### src/hdl/tmr_params.svh
// register offsets, field positions, reset values and counts of the timer
`ifndef TMR_PARAMS_SVH
`define TMR_PARAMS_SVH

// ==========================================================================
// io port geometry
`define TMR_ADDR_W 6

// ==========================================================================
// register offsets on the io port
`define TMR_OFS_CNT_LO 6'h12
`define TMR_OFS_CNT_HI 6'h14
`define TMR_OFS_CTRL 6'h15
`define TMR_OFS_CMPA 6'h16
`define TMR_OFS_CMPB 6'h17
`define TMR_OFS_FLAGS 6'h38
`define TMR_OFS_MASK 6'h39

// ==========================================================================
// control register a fields
`define TMR_B_WIDTH 7
`define TMR_B_CAPEN 6
`define TMR_B_FILT 5
`define TMR_B_EDGE 4
`define TMR_B_ACS 3
`define TMR_B_CTC 0
`define TMR_CTRL_WMASK 8'hF9

// ==========================================================================
// flag and mask fields (same layout in both registers)
`define TMR_F_CMPA 4
`define TMR_F_CMPB 3
`define TMR_F_OVF 1
`define TMR_F_CAP 0
`define TMR_IRQ_MASK 8'h1B

// ==========================================================================
// reset values and counts
`define TMR_RST_BYTE 8'h00
`define TMR_RST_WORD 16'h0000
`define TMR_FILT_SAMPLES 4

`endif

### src/hdl/tmr_pkg.sv
// types shared by the timer design files
`include "tmr_params.svh"

package tmr_pkg;
    // one byte of the cpu data bus
    typedef logic [7:0] tmr_byte_t;
    // io port address
    typedef logic [`TMR_ADDR_W-1:0] tmr_addr_t;
    // decoded register selection
    typedef enum logic [2:0] {
        TMR_SEL_NONE,
        TMR_SEL_CNT_LO,
        TMR_SEL_CNT_HI,
        TMR_SEL_CTRL,
        TMR_SEL_CMPA,
        TMR_SEL_CMPB,
        TMR_SEL_FLAGS,
        TMR_SEL_MASK
    } tmr_sel_t;
endpackage

### src/hdl/tmr_timer.sv
// 8/16-bit timer/counter with compare, capture and cpu register access
`timescale 1ns/1ps
`default_nettype none
`include "tmr_params.svh"

module tmr_timer #(
    parameter int FILT_SAMPLES = `TMR_FILT_SAMPLES
) (
    // clock and reset
    input wire logic clk,
    input wire logic rst,
    // cpu io port
    input wire tmr_pkg::tmr_addr_t io_addr,
    input wire logic io_wr,
    input wire logic io_rd,
    input wire tmr_pkg::tmr_byte_t io_wdata,
    output tmr_pkg::tmr_byte_t io_rdata,
    // prescaled timer clock enable
    input wire logic tick,
    // capture sources
    input wire logic capture_input_pin,
    input wire logic comparator_out,
    // interrupt handshake, flag register layout
    input wire logic global_irq_enable,
    input wire tmr_pkg::tmr_byte_t irq_ack,
    output tmr_pkg::tmr_byte_t irq_req
);
    import tmr_pkg::*;

    // ======================================================================
    // address decoding
    // one decoder serves both the write and the read path
    function automatic tmr_sel_t tmr_decode(input tmr_addr_t a);
        case (a)
            `TMR_OFS_CNT_LO: tmr_decode = TMR_SEL_CNT_LO;
            `TMR_OFS_CNT_HI: tmr_decode = TMR_SEL_CNT_HI;
            `TMR_OFS_CTRL: tmr_decode = TMR_SEL_CTRL;
            `TMR_OFS_CMPA: tmr_decode = TMR_SEL_CMPA;
            `TMR_OFS_CMPB: tmr_decode = TMR_SEL_CMPB;
            `TMR_OFS_FLAGS: tmr_decode = TMR_SEL_FLAGS;
            `TMR_OFS_MASK: tmr_decode = TMR_SEL_MASK;
            default: tmr_decode = TMR_SEL_NONE; // unmapped reads zero
        endcase
    endfunction

    wire tmr_sel_t sel = tmr_decode(io_addr);
    wire logic wr_cnt_lo = io_wr && (sel == TMR_SEL_CNT_LO);
    wire logic wr_cnt_hi = io_wr && (sel == TMR_SEL_CNT_HI);
    wire logic wr_ctrl = io_wr && (sel == TMR_SEL_CTRL);
    wire logic wr_cmpa = io_wr && (sel == TMR_SEL_CMPA);
    wire logic wr_cmpb = io_wr && (sel == TMR_SEL_CMPB);
    wire logic wr_flags = io_wr && (sel == TMR_SEL_FLAGS);
    wire logic wr_mask = io_wr && (sel == TMR_SEL_MASK);
    wire logic rd_cnt_lo = io_rd && (sel == TMR_SEL_CNT_LO);
    wire logic rd_cmpa = io_rd && (sel == TMR_SEL_CMPA);

    // ======================================================================
    // state
    tmr_byte_t ctrl_r; // control register a
    tmr_byte_t temp_r; // shared high byte for 16-bit access
    tmr_byte_t cmpa_r; // compare a, capture low byte
    tmr_byte_t cmpb_r; // compare b, capture high byte
    tmr_byte_t flags_r; // sticky event flags
    tmr_byte_t mask_r; // interrupt enables
    tmr_byte_t rdata_r; // registered read data
    logic [15:0] cnt_r; // counter, low byte alone in 8-bit mode
    logic block_r; // compare match suppressed until next tick
    logic filt_prev_r; // filtered capture level one clock back

    // ======================================================================
    // control fields
    wire logic wide = ctrl_r[`TMR_B_WIDTH];
    wire logic capm = ctrl_r[`TMR_B_CAPEN];
    wire logic filt_en = ctrl_r[`TMR_B_FILT];
    wire logic rise_sel = ctrl_r[`TMR_B_EDGE];
    wire logic acs = ctrl_r[`TMR_B_ACS];
    wire logic ctc = ctrl_r[`TMR_B_CTC];

    // ======================================================================
    // capture front end
    // comparator replaces the pin ahead of filter and edge logic
    wire logic cap_src = acs ? comparator_out : capture_input_pin;
    logic filt_lvl;

    tmr_capture_filter #(
        .SAMPLES(FILT_SAMPLES)
    ) u_filter (
        .clk(clk),
        .rst(rst),
        .raw(cap_src),
        .filt_en(filt_en),
        .filt_out(filt_lvl)
    );

    // edge qualified by the select bit
    wire logic rise = filt_lvl && !filt_prev_r;
    wire logic fall = !filt_lvl && filt_prev_r;
    wire logic edge_evt = capm && (rise_sel ? rise : fall);

    // ======================================================================
    // compare and count
    wire logic [15:0] cmp16 = {cmpb_r, cmpa_r};
    wire logic lo_eq_a = cnt_r[7:0] == cmpa_r;
    wire logic lo_eq_b = cnt_r[7:0] == cmpb_r;
    wire logic at_top = wide ? (cnt_r == cmp16) : lo_eq_a;
    wire logic at_max = wide ? (cnt_r == 16'hFFFF) : (cnt_r[7:0] == 8'hFF);
    // in capture mode with ctc set the capture register is top, and the pin is ignored
    wire logic cap_top = capm && ctc;
    // clear-on-match obeys the same blocking as the compare flags
    wire logic clr_now = tick && ctc && at_top && !block_r;
    wire logic ovf_evt = tick && at_max && !clr_now;
    // matches are evaluated on the tick, against the value before counting
    wire logic match_a = tick && !block_r && !capm && at_top;
    wire logic match_b = tick && !block_r && !wide && lo_eq_b;
    wire logic cap_copy = edge_evt && !cap_top;
    wire logic cap_evt = cap_top ? clr_now : cap_copy;

    // increment and clear keep the high byte in 8-bit mode
    wire logic [15:0] cnt_inc = wide ? 16'(cnt_r + 16'h0001)
                                     : {cnt_r[15:8], 8'(cnt_r[7:0] + 8'h01)};
    wire logic [15:0] cnt_zero = wide ? `TMR_RST_WORD : {cnt_r[15:8], `TMR_RST_BYTE};
    // cpu write outranks counting; low write loads temp with it in 16-bit
    wire logic [15:0] cnt_nxt =
        wr_cnt_lo ? (wide ? {temp_r, io_wdata} : {cnt_r[15:8], io_wdata})
        : (wr_cnt_hi && !wide) ? {io_wdata, cnt_r[7:0]}
        : clr_now ? cnt_zero
        : tick ? cnt_inc : cnt_r;
    // any counter write arms the block; the next tick consumes it
    wire logic block_nxt = (wr_cnt_lo || wr_cnt_hi) ? 1'h1 : tick ? 1'h0 : block_r;

    // ======================================================================
    // compare registers and temp byte
    // a capture wins over a cpu write in the same clock
    wire tmr_byte_t cmpa_nxt = cap_copy ? cnt_r[7:0] : wr_cmpa ? io_wdata : cmpa_r;
    wire tmr_byte_t cmpb_nxt =
        (cap_copy && wide) ? cnt_r[15:8]
        : (wr_cmpa && wide) ? temp_r
        : (wr_cmpb && !wide) ? io_wdata : cmpb_r;
    // high byte writes park in temp; low byte reads fill it
    wire tmr_byte_t temp_nxt =
        ((wr_cnt_hi || wr_cmpb) && wide) ? io_wdata
        : (rd_cnt_lo && wide) ? cnt_r[15:8]
        : (rd_cmpa && wide && capm) ? cmpb_r : temp_r;

    // ======================================================================
    // flags and interrupt requests
    tmr_byte_t flag_set;
    always_comb begin
        flag_set = `TMR_RST_BYTE;
        flag_set[`TMR_F_CMPA] = match_a;
        flag_set[`TMR_F_CMPB] = match_b;
        flag_set[`TMR_F_OVF] = ovf_evt;
        flag_set[`TMR_F_CAP] = cap_evt;
    end
    // written ones and vector acks clear; zeros do nothing; set wins
    wire tmr_byte_t flag_clr = (wr_flags ? io_wdata : `TMR_RST_BYTE) | irq_ack;
    wire tmr_byte_t flags_nxt = ((flags_r & ~flag_clr) | flag_set) & `TMR_IRQ_MASK;
    wire tmr_byte_t mask_nxt = wr_mask ? (io_wdata & `TMR_IRQ_MASK) : mask_r;
    wire tmr_byte_t ctrl_nxt = wr_ctrl ? (io_wdata & `TMR_CTRL_WMASK) : ctrl_r;
    // requests are levels; they fall in the same clock as the flag clears
    assign irq_req = flags_r & mask_r & {8{global_irq_enable}};

    // ======================================================================
    // read path
    // the high halves read temp only where a 16-bit pair is in force
    wire tmr_byte_t rd_val =
        (sel == TMR_SEL_CNT_LO) ? cnt_r[7:0]
        : (sel == TMR_SEL_CNT_HI) ? (wide ? temp_r : cnt_r[15:8])
        : (sel == TMR_SEL_CTRL) ? ctrl_r
        : (sel == TMR_SEL_CMPA) ? cmpa_r
        : (sel == TMR_SEL_CMPB) ? ((wide && capm) ? temp_r : cmpb_r)
        : (sel == TMR_SEL_FLAGS) ? flags_r
        : (sel == TMR_SEL_MASK) ? mask_r : `TMR_RST_BYTE;
    wire tmr_byte_t rdata_nxt = io_rd ? rd_val : rdata_r;
    assign io_rdata = rdata_r;

    // ======================================================================
    // registers
    always_ff @(posedge clk) begin
        if (rst) begin
            ctrl_r <= `TMR_RST_BYTE;
            temp_r <= `TMR_RST_BYTE;
            cmpa_r <= `TMR_RST_BYTE;
            cmpb_r <= `TMR_RST_BYTE;
            flags_r <= `TMR_RST_BYTE;
            mask_r <= `TMR_RST_BYTE;
            rdata_r <= `TMR_RST_BYTE;
            cnt_r <= `TMR_RST_WORD;
            block_r <= 1'h0;
            filt_prev_r <= 1'h0;
        end else begin
            ctrl_r <= ctrl_nxt;
            temp_r <= temp_nxt;
            cmpa_r <= cmpa_nxt;
            cmpb_r <= cmpb_nxt;
            flags_r <= flags_nxt;
            mask_r <= mask_nxt;
            rdata_r <= rdata_nxt;
            cnt_r <= cnt_nxt;
            block_r <= block_nxt;
            filt_prev_r <= filt_lvl;
        end
    end
endmodule
`default_nettype wire

### src/hdl/tmr_capture_filter.sv
// capture input noise filter: output follows after n equal samples
`timescale 1ns/1ps
`default_nettype none
`include "tmr_params.svh"

module tmr_capture_filter #(
    parameter int SAMPLES = `TMR_FILT_SAMPLES
) (
    // clock and reset
    input wire logic clk,
    input wire logic rst,
    // raw sample and filter switch
    input wire logic raw,
    input wire logic filt_en,
    // filtered level
    output logic filt_out
);
    import tmr_pkg::*;

    // ======================================================================
    // sample history
    logic [SAMPLES-1:0] hist_r; // newest sample in bit 0
    wire logic all_hi = &hist_r;
    wire logic all_lo = ~|hist_r;

    // shift in every clock; with the filter on, output moves only on a unanimous history
    always_ff @(posedge clk) begin
        if (rst) begin
            hist_r <= '0;
            filt_out <= 1'h0;
        end else begin
            hist_r <= {hist_r[SAMPLES-2:0], raw};
            if (!filt_en) begin
                filt_out <= raw; // bypass, one register stage only
            end else if (all_hi) begin
                filt_out <= 1'h1;
            end else if (all_lo) begin
                filt_out <= 1'h0;
            end
        end
    end
endmodule
`default_nettype wire

### config.mk
export PLATFORM = sky130hd
export DESIGN_NAME = tmr_timer
export DESIGN_NICKNAME = d
export VERILOG_FILES = /design/src/hdl/tmr_pkg.sv /design/src/hdl/tmr_timer.sv /design/src/hdl/tmr_capture_filter.sv
export VERILOG_INCLUDE_DIRS = /design/src /design/src/hdl
export SDC_FILE = /design/constraint.sdc
export NUM_CORES = 1
export LEC_CHECK = 0
export BUFFER_PORTS_ARGS = -buffer_cell sky130_fd_sc_hd__buf_2
export CAP_MARGIN = 0
export CORE_MARGIN = 1.5
export CORE_UTILIZATION = 30
export CTS_BUF_LIST = sky130_fd_sc_hd__clkbuf_2 sky130_fd_sc_hd__clkbuf_4 sky130_fd_sc_hd__clkbuf_8
export DETAILED_ROUTE_END_ITERATION = 7
export MAX_ROUTING_LAYER = met4
export PLACE_DENSITY_LB_ADDON = 0.3
export SYNTH_ARGS = -nofsm -noshare
export SYNTH_HDL_FRONTEND = slang
export SYNTH_SLANG_ARGS = --single-unit
### constraint.sdc
create_clock -name clk -period 4.7 [get_ports clk]
set_input_delay 0.235 -clock clk [delete_from_list [all_inputs] [get_ports clk]]
set_output_delay 0.235 -clock clk [all_outputs]
set_load 0.01 [all_outputs]
==> key figures, run 1 <==
Power and ir drop
  • Worst vdd ir: 0.129 mV
  • Total power: 1300 uW
  • PwrDens: 260 nW/um^2
  • Total leakage power: 0.00184 uW

Worst setup path
  • Capture point of the worst reg-to-reg path: cnt_r[12]
  • CP Data Required Time: 4.92 ns
  • CP Data Arrival Time: 2.88 ns
  • Reg2Reg Depth: 6
  • Startpoint class of the critical path: flop
  • Setup crit end kind: flop
  • Flop2flop setup slack: 2.04 ns
  • Crit path from: cnt_r[2]
  • CP max FO: 12
  • FF-to-FF Start: cnt_r[2]
  • Setup Crit Path Kind: flop to flop

Clock network
  • Post_cts resized: 0
  • Hold_buf cts: 0
  • Clk_lat worst skew: 0.37 ns
  • Root buf cell: clkbuf_8
  • TritonCTS Sinks: 69
  • Maximum buffer depth of the clock tree: 2
  • Num CTS Buffers: 9
  • Clk pin slew, worst setup/hold paths: 0.09 ns
  • CTS tree: built
  • H-tree levels: 3
  • Total setup buffers inserted after CTS: 0

Die
  • I/O pin total: 46
  • Starting Density: 31.1%
  • Row count: 44
  • Die Footprint: 16,000 sq um
  • DIE WIDTH: 126 um
  • DIE HEIGHT: 126 um
  • Core Box Area: 14,700 sq um

Timing
  • Final setup fails: 0
  • Min cycle time layout: 2.66 ns
  • Fin. max-slew vios: 0
  • Hold Violations, Final: 0
  • Period utilisation layout: 56.6%
  • Top achievable clock speed: 0.376 GHz
  • RSZ-0062 raised after global routing: false
  • Worst slew pin tran: 0.925 ns
  • Fin Setup TNS: 0 ns
  • Slew margin rel.: 38.1%
  • Layout Skew: 0.0142 ns

Layout
  • Commonest cells after routing, fill and taps aside: dfxtp_1, nor2_1, mux2i_1, a21oi_1, buf_2
  • Share of cells above drive strength 1: 14.5%
  • Finished Cell Area: 5010 sq um
  • Synthesis-to-layout area growth: 9.58%
  • Util after Layout: 34.1%
  • Commonest non-fill, non-tap cell in the layout: dfxtp_1
  • Nets: 591

Status
  • Outcome: finished clean

Placement
  • Port buffer count: 37
  • Dpl hpwl: 10,800 um
  • Gp weighted congestion: 0.935
  • Area post-placement: 4780 sq um

Worst hold path
  • Hold Crit Class: input port to flop
  • Worst hold path endpoint: flags_r[3]
  • Min-delay src: irq_ack[3]
  • Hold path cells: 3

GRT
  • Number of global-route vias before repair: 4,170
  • Overflow after GRT: 0
  • First-pass GRT wire length: 24,300 um
  • All-Layer GR Usage: 20.2%
  • Antenna violations before repair: 1
  • Largest net degree at the start of global routing: 34

Synthesis
  • Flops & latches, synth: 69
  • Syn_area_per_cell: 8.16 sq um
  • Ys Warns: 0
  • Share of the yosys chip area belonging to registers: 30.2%
  • Post-synth EDFFs: 0
  • Mapped cell area: 4570 sq um
  • FFs w/ async S/R, synth: 0%
  • Unique masters post-synth: 63
  • Post-synth top flop: dfxtp_1
  • Post-Syn Instances: 560

Drt
  • Routed Antenna Nets: 0
  • WL final: 15,400 um
  • DR DRC count: 0
  • DRT Pass-1 Iters: 5
  • DR iter-0 viols: 476
  • Routed via count: 4,354
  • Via density: 5.81
  • Drt wl/cell: 20.5 um

Job
  • Max-cap violation count: 0
[final cells by class]
| cell class | instances | area (sq um) |
|---|---|---|
| clock inverters | 7 | 104 |
| fillers | 1532 | 9690 |
| flip-flops and latches | 69 | 1380 |
| clock buffers | 9 | 124 |
| well taps | 184 | 230 |
| repair buffers | 42 | 223 |
| inverters | 11 | 41.3 |
| multi-input cells | 427 | 2900 |
| diodes | 1 | 2.50 |
[synthesized netlist by cell type, types with 10 or more instances]
master,count,area (sq um)
a211oi_1,23,173
a21oi_1,37,185
a22o_1,10,87.6
buf_2,13,65.1
clkbuf_1,31,116
dfxtp_1,69,1380
inv_1,11,41.3
mux2i_1,41,410
nand2_1,36,135
nand3_1,12,60.1
nand4_1,11,68.8
nor2_1,62,233
o21ai_0,21,105
xnor2_1,18,158
xor2_1,12,105
[critical path: stages, from the launching register on]
cell     delay [ns]
dfxtp_1        0.65
xnor2_1        0.17
nand4_1        0.13
nor4_1         0.62
a41oi_1        0.53
a32oi_1        0.32
o21ai_0        0.10
[routing by layer]
layer / wire (um) / up-vias / global-route usage [%]
met5: 0 / - / -
met1: 6920 / 2084 / 27.3
met2: 6910 / 203 / 30.2
li1: - / 2046 / -
met4: 278 / 0 / 7.03
met3: 1250 / 21 / 3.88
[report_power, final]
part	leakage, uW	switching, uW	total (uW)	internal, uW
sequential	0.000559	14.5	609	594
combinational	0.00116	81.3	124	43.1
clock	0.000115	261	568	307
total	0.00184	357	1300	945
[worst max path at each step]
stage	end	slack, ns	depth (start not counted)
after detailed placement	cnt_r[0]	2.06	7
after CTS	cnt_r[12]	2.12	6
after global routing	cnt_r[12]	1.91	6
after global placement	cnt_r[1]	2.10	7
final	cnt_r[12]	2.04	6
after floorplan	cnt_r[0]	2.71	7
[registers in the layout, summed over array words and instances (netlist names)]
name / flops
u_filter.hist_r: 4
filt_prev_r: 1
u_filter.filt_out: 1
io_rdata: 8
ctrl_r: 6
mask_r: 4
cnt_r: 16
block_r: 1
temp_r: 8
cmpb_r: 8
cmpa_r: 8
flags_r: 4
[through the flow]
stage | worst slack (ns) | hold slack [ns] | instances
3_5_place_dp | 2.06 | 0.454 | 733
5_1_grt | 1.91 | 0.123 | 750
4_1_cts | 2.12 | 0.104 | 749
2_1_floorplan | 2.71 | 0.345 | 563
3_3_place_gp | 2.10 | 0.445 | 733
6_report | 2.04 | 0.121 | 750
[cells by family after synthesis]
kind of cell / Yosys count / share of synthesized area [%]
other: 1 / 0.0820
buffers and inverters: 67 / 6.52
XOR/XNOR: 30 / 5.75
flip-flops: 69 / 30.2
AND/OR/NAND/NOR: 188 / 21.2
adder cells (fa/ha/maj): 1 / 0.274
AO/OA/AOI/OAI: 153 / 24.1
multiplexers: 51 / 11.9
Note: power is estimated with default switching activity, not from simulation.
==> run 2, diff against run 1 <==
clock period = 2.25 ns   (was 4.7 ns; I/O delays follow)
==> key figures, run 2 (synthesis results as in run 1) <==
Layout
  • Max reg flops: 16 (unchanged)
  • Largest Register: cnt_r
  • # diodes: 0 (-1)
  • Commonest cells after routing, fill and taps aside: dfxtp_1, nor2_1, buf_4, mux2i_1
  • Share of cells above drive strength 1: 22.1% (+7.5 points)
  • Synthesis-to-layout area growth: 19.0%
  • Commonest non-fill, non-tap cell in the layout: dfxtp_1
  • Nets: 647 (+9.5%)
  • Util after Layout: 37.0% (+2.9 points)
  • Fill cells: 1,526 (-0.39%)

Power and ir drop
  • Total net switching power: 742 uW (+110%)
  • Total leakage power: 0.00212 uW (+16%)
  • Share of total power in sequential cells: 46.4% (-0.4 points)
  • Clk pwr share: 42.5% (-1.2 points)
  • Total power: 2720 uW (+110%)
  • Internal power: 1980 uW (+110%)
  • PwrDens: 501 nW/um^2 (+93%)
  • Comb power frac: 11.1% (+1.5 points)
  • Sw Share: 27.2% (-0.21 points)
  • Worst vdd ir: 0.334 mV (+160%)

Die
  • Core Box Area: 14,700 sq um (unchanged)
  • DIE WIDTH: 126 um (unchanged)
  • Starting Density: 31.1% (unchanged)
  • Row count: 44 (unchanged)
  • I/O pin total: 46 (unchanged)
  • DIE HEIGHT: 126 um (unchanged)
  • Die Footprint: 16,000 sq um (unchanged)

Placement
  • Place WS: 0.177 ns (-1.88 ns)
  • Gp weighted congestion: 0.988 (+5.7%)
  • Dpl hpwl: 12,400 um (+15%)
  • Port buffer count: 37 (unchanged)

Drt
  • DR DRC count: 0 (unchanged)
  • DR iter-0 viols: 617 (+30%)
  • Drt wl/cell: 21.4 um (+4.3%)
  • Routed via count: 4,667 (+7.2%)
  • DRT Pass-1 Iters: 5 (unchanged)
  • Via density: 5.80 (-0.13%)
  • WL final: 17,200 um (+12%)
  • Routed Antenna Nets: 0 (unchanged)

Clock network
  • Clk_lat worst skew: 0.37 ns (about the same)
  • Clk pin slew, worst setup/hold paths: 0.08 ns (about the same)
  • Root buf cell: clkbuf_8
  • H-tree levels: 3 (unchanged)
  • TritonCTS Sinks: 69 (unchanged)
  • Maximum buffer depth of the clock tree: 2 (unchanged)
  • Num CTS Buffers: 9 (unchanged)
  • CTS tree: built

Worst setup path
  • Reg2Reg Depth: 7 (+1)
  • Startpoint class of the critical path: flop
  • Setup Crit Path Kind: flop to flop
  • Worst path most repeated cell: a21oi_1
  • CP max FO: 16 (+4)
  • Slowest-stage cell, CP: or3b_2
  • Buf/Inv on CP: 1 (+1)
  • Delay-heaviest family, CP: simple AND/OR/NAND/NOR gates
  • CP Data Arrival Time: 2.29 ns (-0.59 ns)
  • Stages on worst setup path: 7 (+1)
  • CP Cell Sequence: or3b_2 > a21oi_1 > buf_4 > nand2_1 > nor2_1 > a21oi_1 > a22o_1
  • CP Data Required Time: 2.50 ns (-2.42 ns)
  • Setup crit end kind: flop
  • Worst path max stage delay: 0.47 ns (-0.18 ns)

Timing
  • RSZ-0062 raised after global routing: false
  • Fin. max-slew vios: 0 (unchanged)
  • Final setup fails: 0 (unchanged)
  • Hold Violations, Final: 0 (unchanged)
  • Top achievable clock speed: 0.490 GHz (+30%)
  • Layout Skew: 0.0133 ns (-0.000951 ns)
  • Worst slew pin tran: 0.602 ns (-0.323 ns)
  • Final worst slack: 0.209 ns (-1.83 ns)
  • Fin Setup TNS: 0 ns (unchanged)
  • Slew margin rel.: 59.7% (+22 points)
  • Min cycle time layout: 2.04 ns (-0.620 ns)
  • Period utilisation layout: 90.7% (+34 points)

GRT
  • Overflow after GRT: 0 (unchanged)
  • Largest net degree at the start of global routing: 29 (-15%)
  • Number of global-route vias before repair: 4,433 (+6.3%)
  • All-Layer GR Usage: 22.4% (+2.2 points)
  • Antenna violations before repair: 0 (-1)
  • First-pass GRT wire length: 26,400 um (+8.4%)

Job
  • Max-cap violation count: 0 (unchanged)

Worst hold path
  • Hold path cells: 3 (unchanged)
  • Hold Crit Class: input port to flop

Status
  • Outcome: finished clean
run 2: cell types whose count changed in the layout (fill, tap and decap cells not counted), sizes merged:
cell and delta:
diode -1, clkinvlp +2, inv -3, dlygate4sd3 +2, buf +54, clkinv +1
run 2: area by class of cell:
cell class	instances	area, sq um	area share (%)
Clock buffer	9	124	2.28
Inverter	11	41.3	0.759
Timing Repair Buffer	98	661	12.1
Tap cell	184	230	4.23
Sequential cell	69	1380	25.4
Multi-Input combinational cell	427	2910	53.4
Clock inverter	7	97.6	1.79
run 2: final timing paths:
| check | slack [ns] | to | startpoint |
|---|---|---|---|
| worst max-delay path | 0.21 | cmpb_r[7] | ctrl_r[4] |
| worst min-delay path | 0.01 | u_filter.hist_r[0] | comparator_out |
| worst max register to register | 0.21 | cmpb_r[7] | ctrl_r[4] |
| worst min register to register | 0.47 | u_filter.hist_r[2] | u_filter.hist_r[1] |
run 2: metrics by stage:
stage               cell area [sq um]  hold WS, ns  cells
floorplan                        4580        0.223    563
global placement                 5200        0.370    787
detailed placement               5200        0.381    787
CTS                              5440      0.00136    805
global route                     5440       0.0510    805
finish                           5440       0.0127    805
run 2: power groups by stage:
stage | sequential [uW] | combinational, uW | clock [uW]
finish | 1260 | 303 | 1160
CTS | 1260 | 297 | 1180
global placement | 1290 | 290 | 0
detailed placement | 1290 | 293 | 0
global route | 1270 | 327 | 1230
floorplan | 1280 | 175 | 0
run 2: worst reg2reg max path: cells and delay by family, from the launching register on:
kind | cells | cell delay, ns
AOI/OAI and AO/OA | 3 | 0.45
buffers and inverters | 1 | 0.15
DFF | 1 | 0.34
and+or+nand+nor | 3 | 0.99
run 2: repair_timing:
item | CTS | global route
hold endpoints to repair | 2 | 0
hold buffers | 2 | 0
gates resized for setup | 0 | 1
setup buffers | 0 | 0
setup endpoints to repair | 0 | 7
run 2: layer usage:
metal  track usage, %  vias up  wire, um  share of wire [%]
met5                -        -         0                  0
met4             6.96        0       429                2.5
met3             4.89       34      1430                8.3
met2             33.3      222      7600                 44
met1             30.4     2262      7740                 45
li1                 -     2149         -                  -
==> run 3, diff against run 2 <==
RECOVER_POWER = 100   (was unset)
==> key figures, run 3 (synthesis results as in run 1) <==
Timing
  • Min cycle time layout: 2.10 ns (+0.0570 ns)
  • Slew margin rel.: 54.9% (-4.8 points)
  • Layout Skew: 0.0133 ns (+0.00000160 ns)
  • Worst slew pin tran: 0.676 ns (+0.0744 ns)
  • Final setup fails: 0 (unchanged)
  • Fin. max-slew vios: 0 (unchanged)
  • Fin Setup TNS: 0 ns (unchanged)
  • RSZ-0062 raised after global routing: false
  • Hold_ws: 0.0121 ns (-0.000581 ns)
  • Period utilisation layout: 93.3% (+2.5 points)
  • Hold Violations, Final: 0 (unchanged)
  • Top achievable clock speed: 0.477 GHz (-2.7%)

Layout
  • Max reg flops: 16 (unchanged)
  • Commonest cells after routing, fill and taps aside: dfxtp_1, nor2_1, buf_4, mux2i_1, a21oi_1
  • Nets: 647 (unchanged)
  • # diodes: 0 (unchanged)
  • Share of cells above drive strength 1: 18.8% (-3.2 points)
  • Util after Layout: 36.6% (-0.41 points)
  • Fill cells: 1,540 (+0.92%)
  • Commonest non-fill, non-tap cell in the layout: dfxtp_1
  • FF/Latch Area: 1380 sq um (unchanged)
  • Synthesis-to-layout area growth: 17.7%
  • Largest Register: cnt_r
  • Multi-input gate area: 2900 sq um (-0.34%)

GRT
  • First-pass GRT wire length: 26,400 um (unchanged)
  • All-Layer GR Usage: 22.4% (unchanged)
  • Largest net degree at the start of global routing: 29 (unchanged)
  • Met1 Use GR: 30.4% (unchanged)
  • Overflow after GRT: 0 (unchanged)
  • Grt met2 use: 33.3% (unchanged)
  • Antenna violations before repair: 0 (unchanged)
  • Number of global-route vias before repair: 4,433 (unchanged)
  • GRT busiest layer: met2
  • GR met3 Demand/Resource: 4.89% (unchanged)

Job
  • Max-cap violation count: 0 (unchanged)

Worst setup path
  • CP Data Required Time: 2.50 ns (about the same)
  • Slowest-stage cell, CP: dfxtp_1
  • Setup Crit Path Kind: flop to flop
  • Worst path max stage delay: 0.56 ns (+0.09 ns)
  • CP Cell Sequence: xor2_1 > nor4_1 > buf_4 > a41oi_1 > clkbuf_2 > nand2_1 > a221oi_1
  • CP Data Arrival Time: 2.35 ns (+0.06 ns)
  • Setup crit end kind: flop
  • Startpoint class of the critical path: flop
  • CP max FO: 8 (-8)

Drt
  • Routed via count: 4,645 (-0.47%)
  • DR DRC count: 0 (unchanged)
  • Routed Antenna Nets: 0 (unchanged)
  • DRT Pass-1 Iters: 6 (+1)
  • Drt wl/cell: 21.3 um (-0.17%)
  • DR iter-0 viols: 602 (-2.4%)
  • WL final: 17,200 um (-0.17%)
  • Via density: 5.77 (-0.47%)

Placement
  • Dpl hpwl: 12,400 um (unchanged)
  • Gp weighted congestion: 0.988 (unchanged)
  • Port buffer count: 37 (unchanged)

Power and ir drop
  • Total net switching power: 742 uW (about the same)
  • Total leakage power: 0.00204 uW (-3.7%)
  • Worst vdd ir: 0.333 mV (-0.34%)
  • Share of total power in sequential cells: 46.5% (about the same)
  • PwrDens: 506 nW/um^2 (+0.98%)
  • Sw Share: 27.3% (+0.028 points)
  • Clk pwr share: 42.6% (about the same)
  • Comb power frac: 11.0% (about the same)
  • Internal power: 1980 uW (-0.17%)

Die
  • Starting Density: 31.1% (unchanged)
  • Core Box Area: 14,700 sq um (unchanged)
  • Row count: 44 (unchanged)
  • DIE WIDTH: 126 um (unchanged)
  • I/O pin total: 46 (unchanged)
  • Die Footprint: 16,000 sq um (unchanged)
  • DIE HEIGHT: 126 um (unchanged)

Clock network
  • Root buf cell: clkbuf_8
  • TritonCTS Sinks: 69 (unchanged)
  • H-tree levels: 3 (unchanged)
  • Clk pin slew, worst setup/hold paths: 0.08 ns (about the same)
  • CTS tree: built
  • Maximum buffer depth of the clock tree: 2 (unchanged)
  • Num CTS Buffers: 9 (unchanged)
  • Clk_lat worst skew: 0.37 ns (about the same)

Worst hold path
  • Hold Crit Class: input port to flop

Status
  • Outcome: finished clean
-- run 3: per-stage QoR --
step	cell area (sq um)	setup slack [ns]	total power, uW	instances
floorplan	4580	0.256	1460	563
global placement	5200	0.225	1580	787
detailed placement	5200	0.177	1590	787
CTS	5440	0.140	2740	805
global route	5380	0.0424	2820	805
finish	5380	0.152	2720	805
-- run 3: cell type report --
class                      instances  area share [%]
clock buffer                       9            2.30
clock inverter                     7            1.81
inverter                          11           0.767
multi-input combinational        427            53.8
sequential                        69            25.7
tap                              184            4.28
timing repair buffer              98            11.3
-- run 3: power by group through the flow --
stage          logic (uW)  clock network [uW]  registers [uW]
2_1_floorplan         175                   0            1280
3_3_place_gp          290                   0            1290
3_5_place_dp          293                   0            1290
4_1_cts               297                1180            1260
5_1_grt               322                1230            1270
6_report              298                1160            1260
-- run 3: worst max-delay path, delay by kind of cell (launching register included) --
kind | cells | cell delay [ns]
AOI/OAI and AO/OA | 2 | 0.60
DFF | 1 | 0.56
buffers and inverters | 2 | 0.41
xor gates and xnor gates | 1 | 0.22
and+or+nand+nor | 2 | 0.18
-- run 3: path summary, 6_finish.rpt --
check | start | slack, ns | to | cells after the start
worst max-delay path | cnt_r[3] | 0.15 | cnt_r[13] | 7
worst min-delay path | comparator_out | 0.01 | u_filter.hist_r[0] | 3
worst max register to register | cnt_r[3] | 0.15 | cnt_r[13] | 7
worst min register to register | u_filter.hist_r[1] | 0.47 | u_filter.hist_r[2] | 1
-- run 3: repair_timing --
item	CTS	global route
resized for setup	0	1
endpoints found under the hold margin	2	0
endpoints found under the setup margin	0	7
setup buffers	0	0
hold buffers	2	0
-- run 3: routing by layer --
| metal | vias up | wire length (um) |
|---|---|---|
| met1 | 2225 | 7740 |
| li1 | 2154 | - |
| met3 | 34 | 1510 |
| met4 | 0 | 450 |
| met5 | - | 0 |
| met2 | 232 | 7480 |
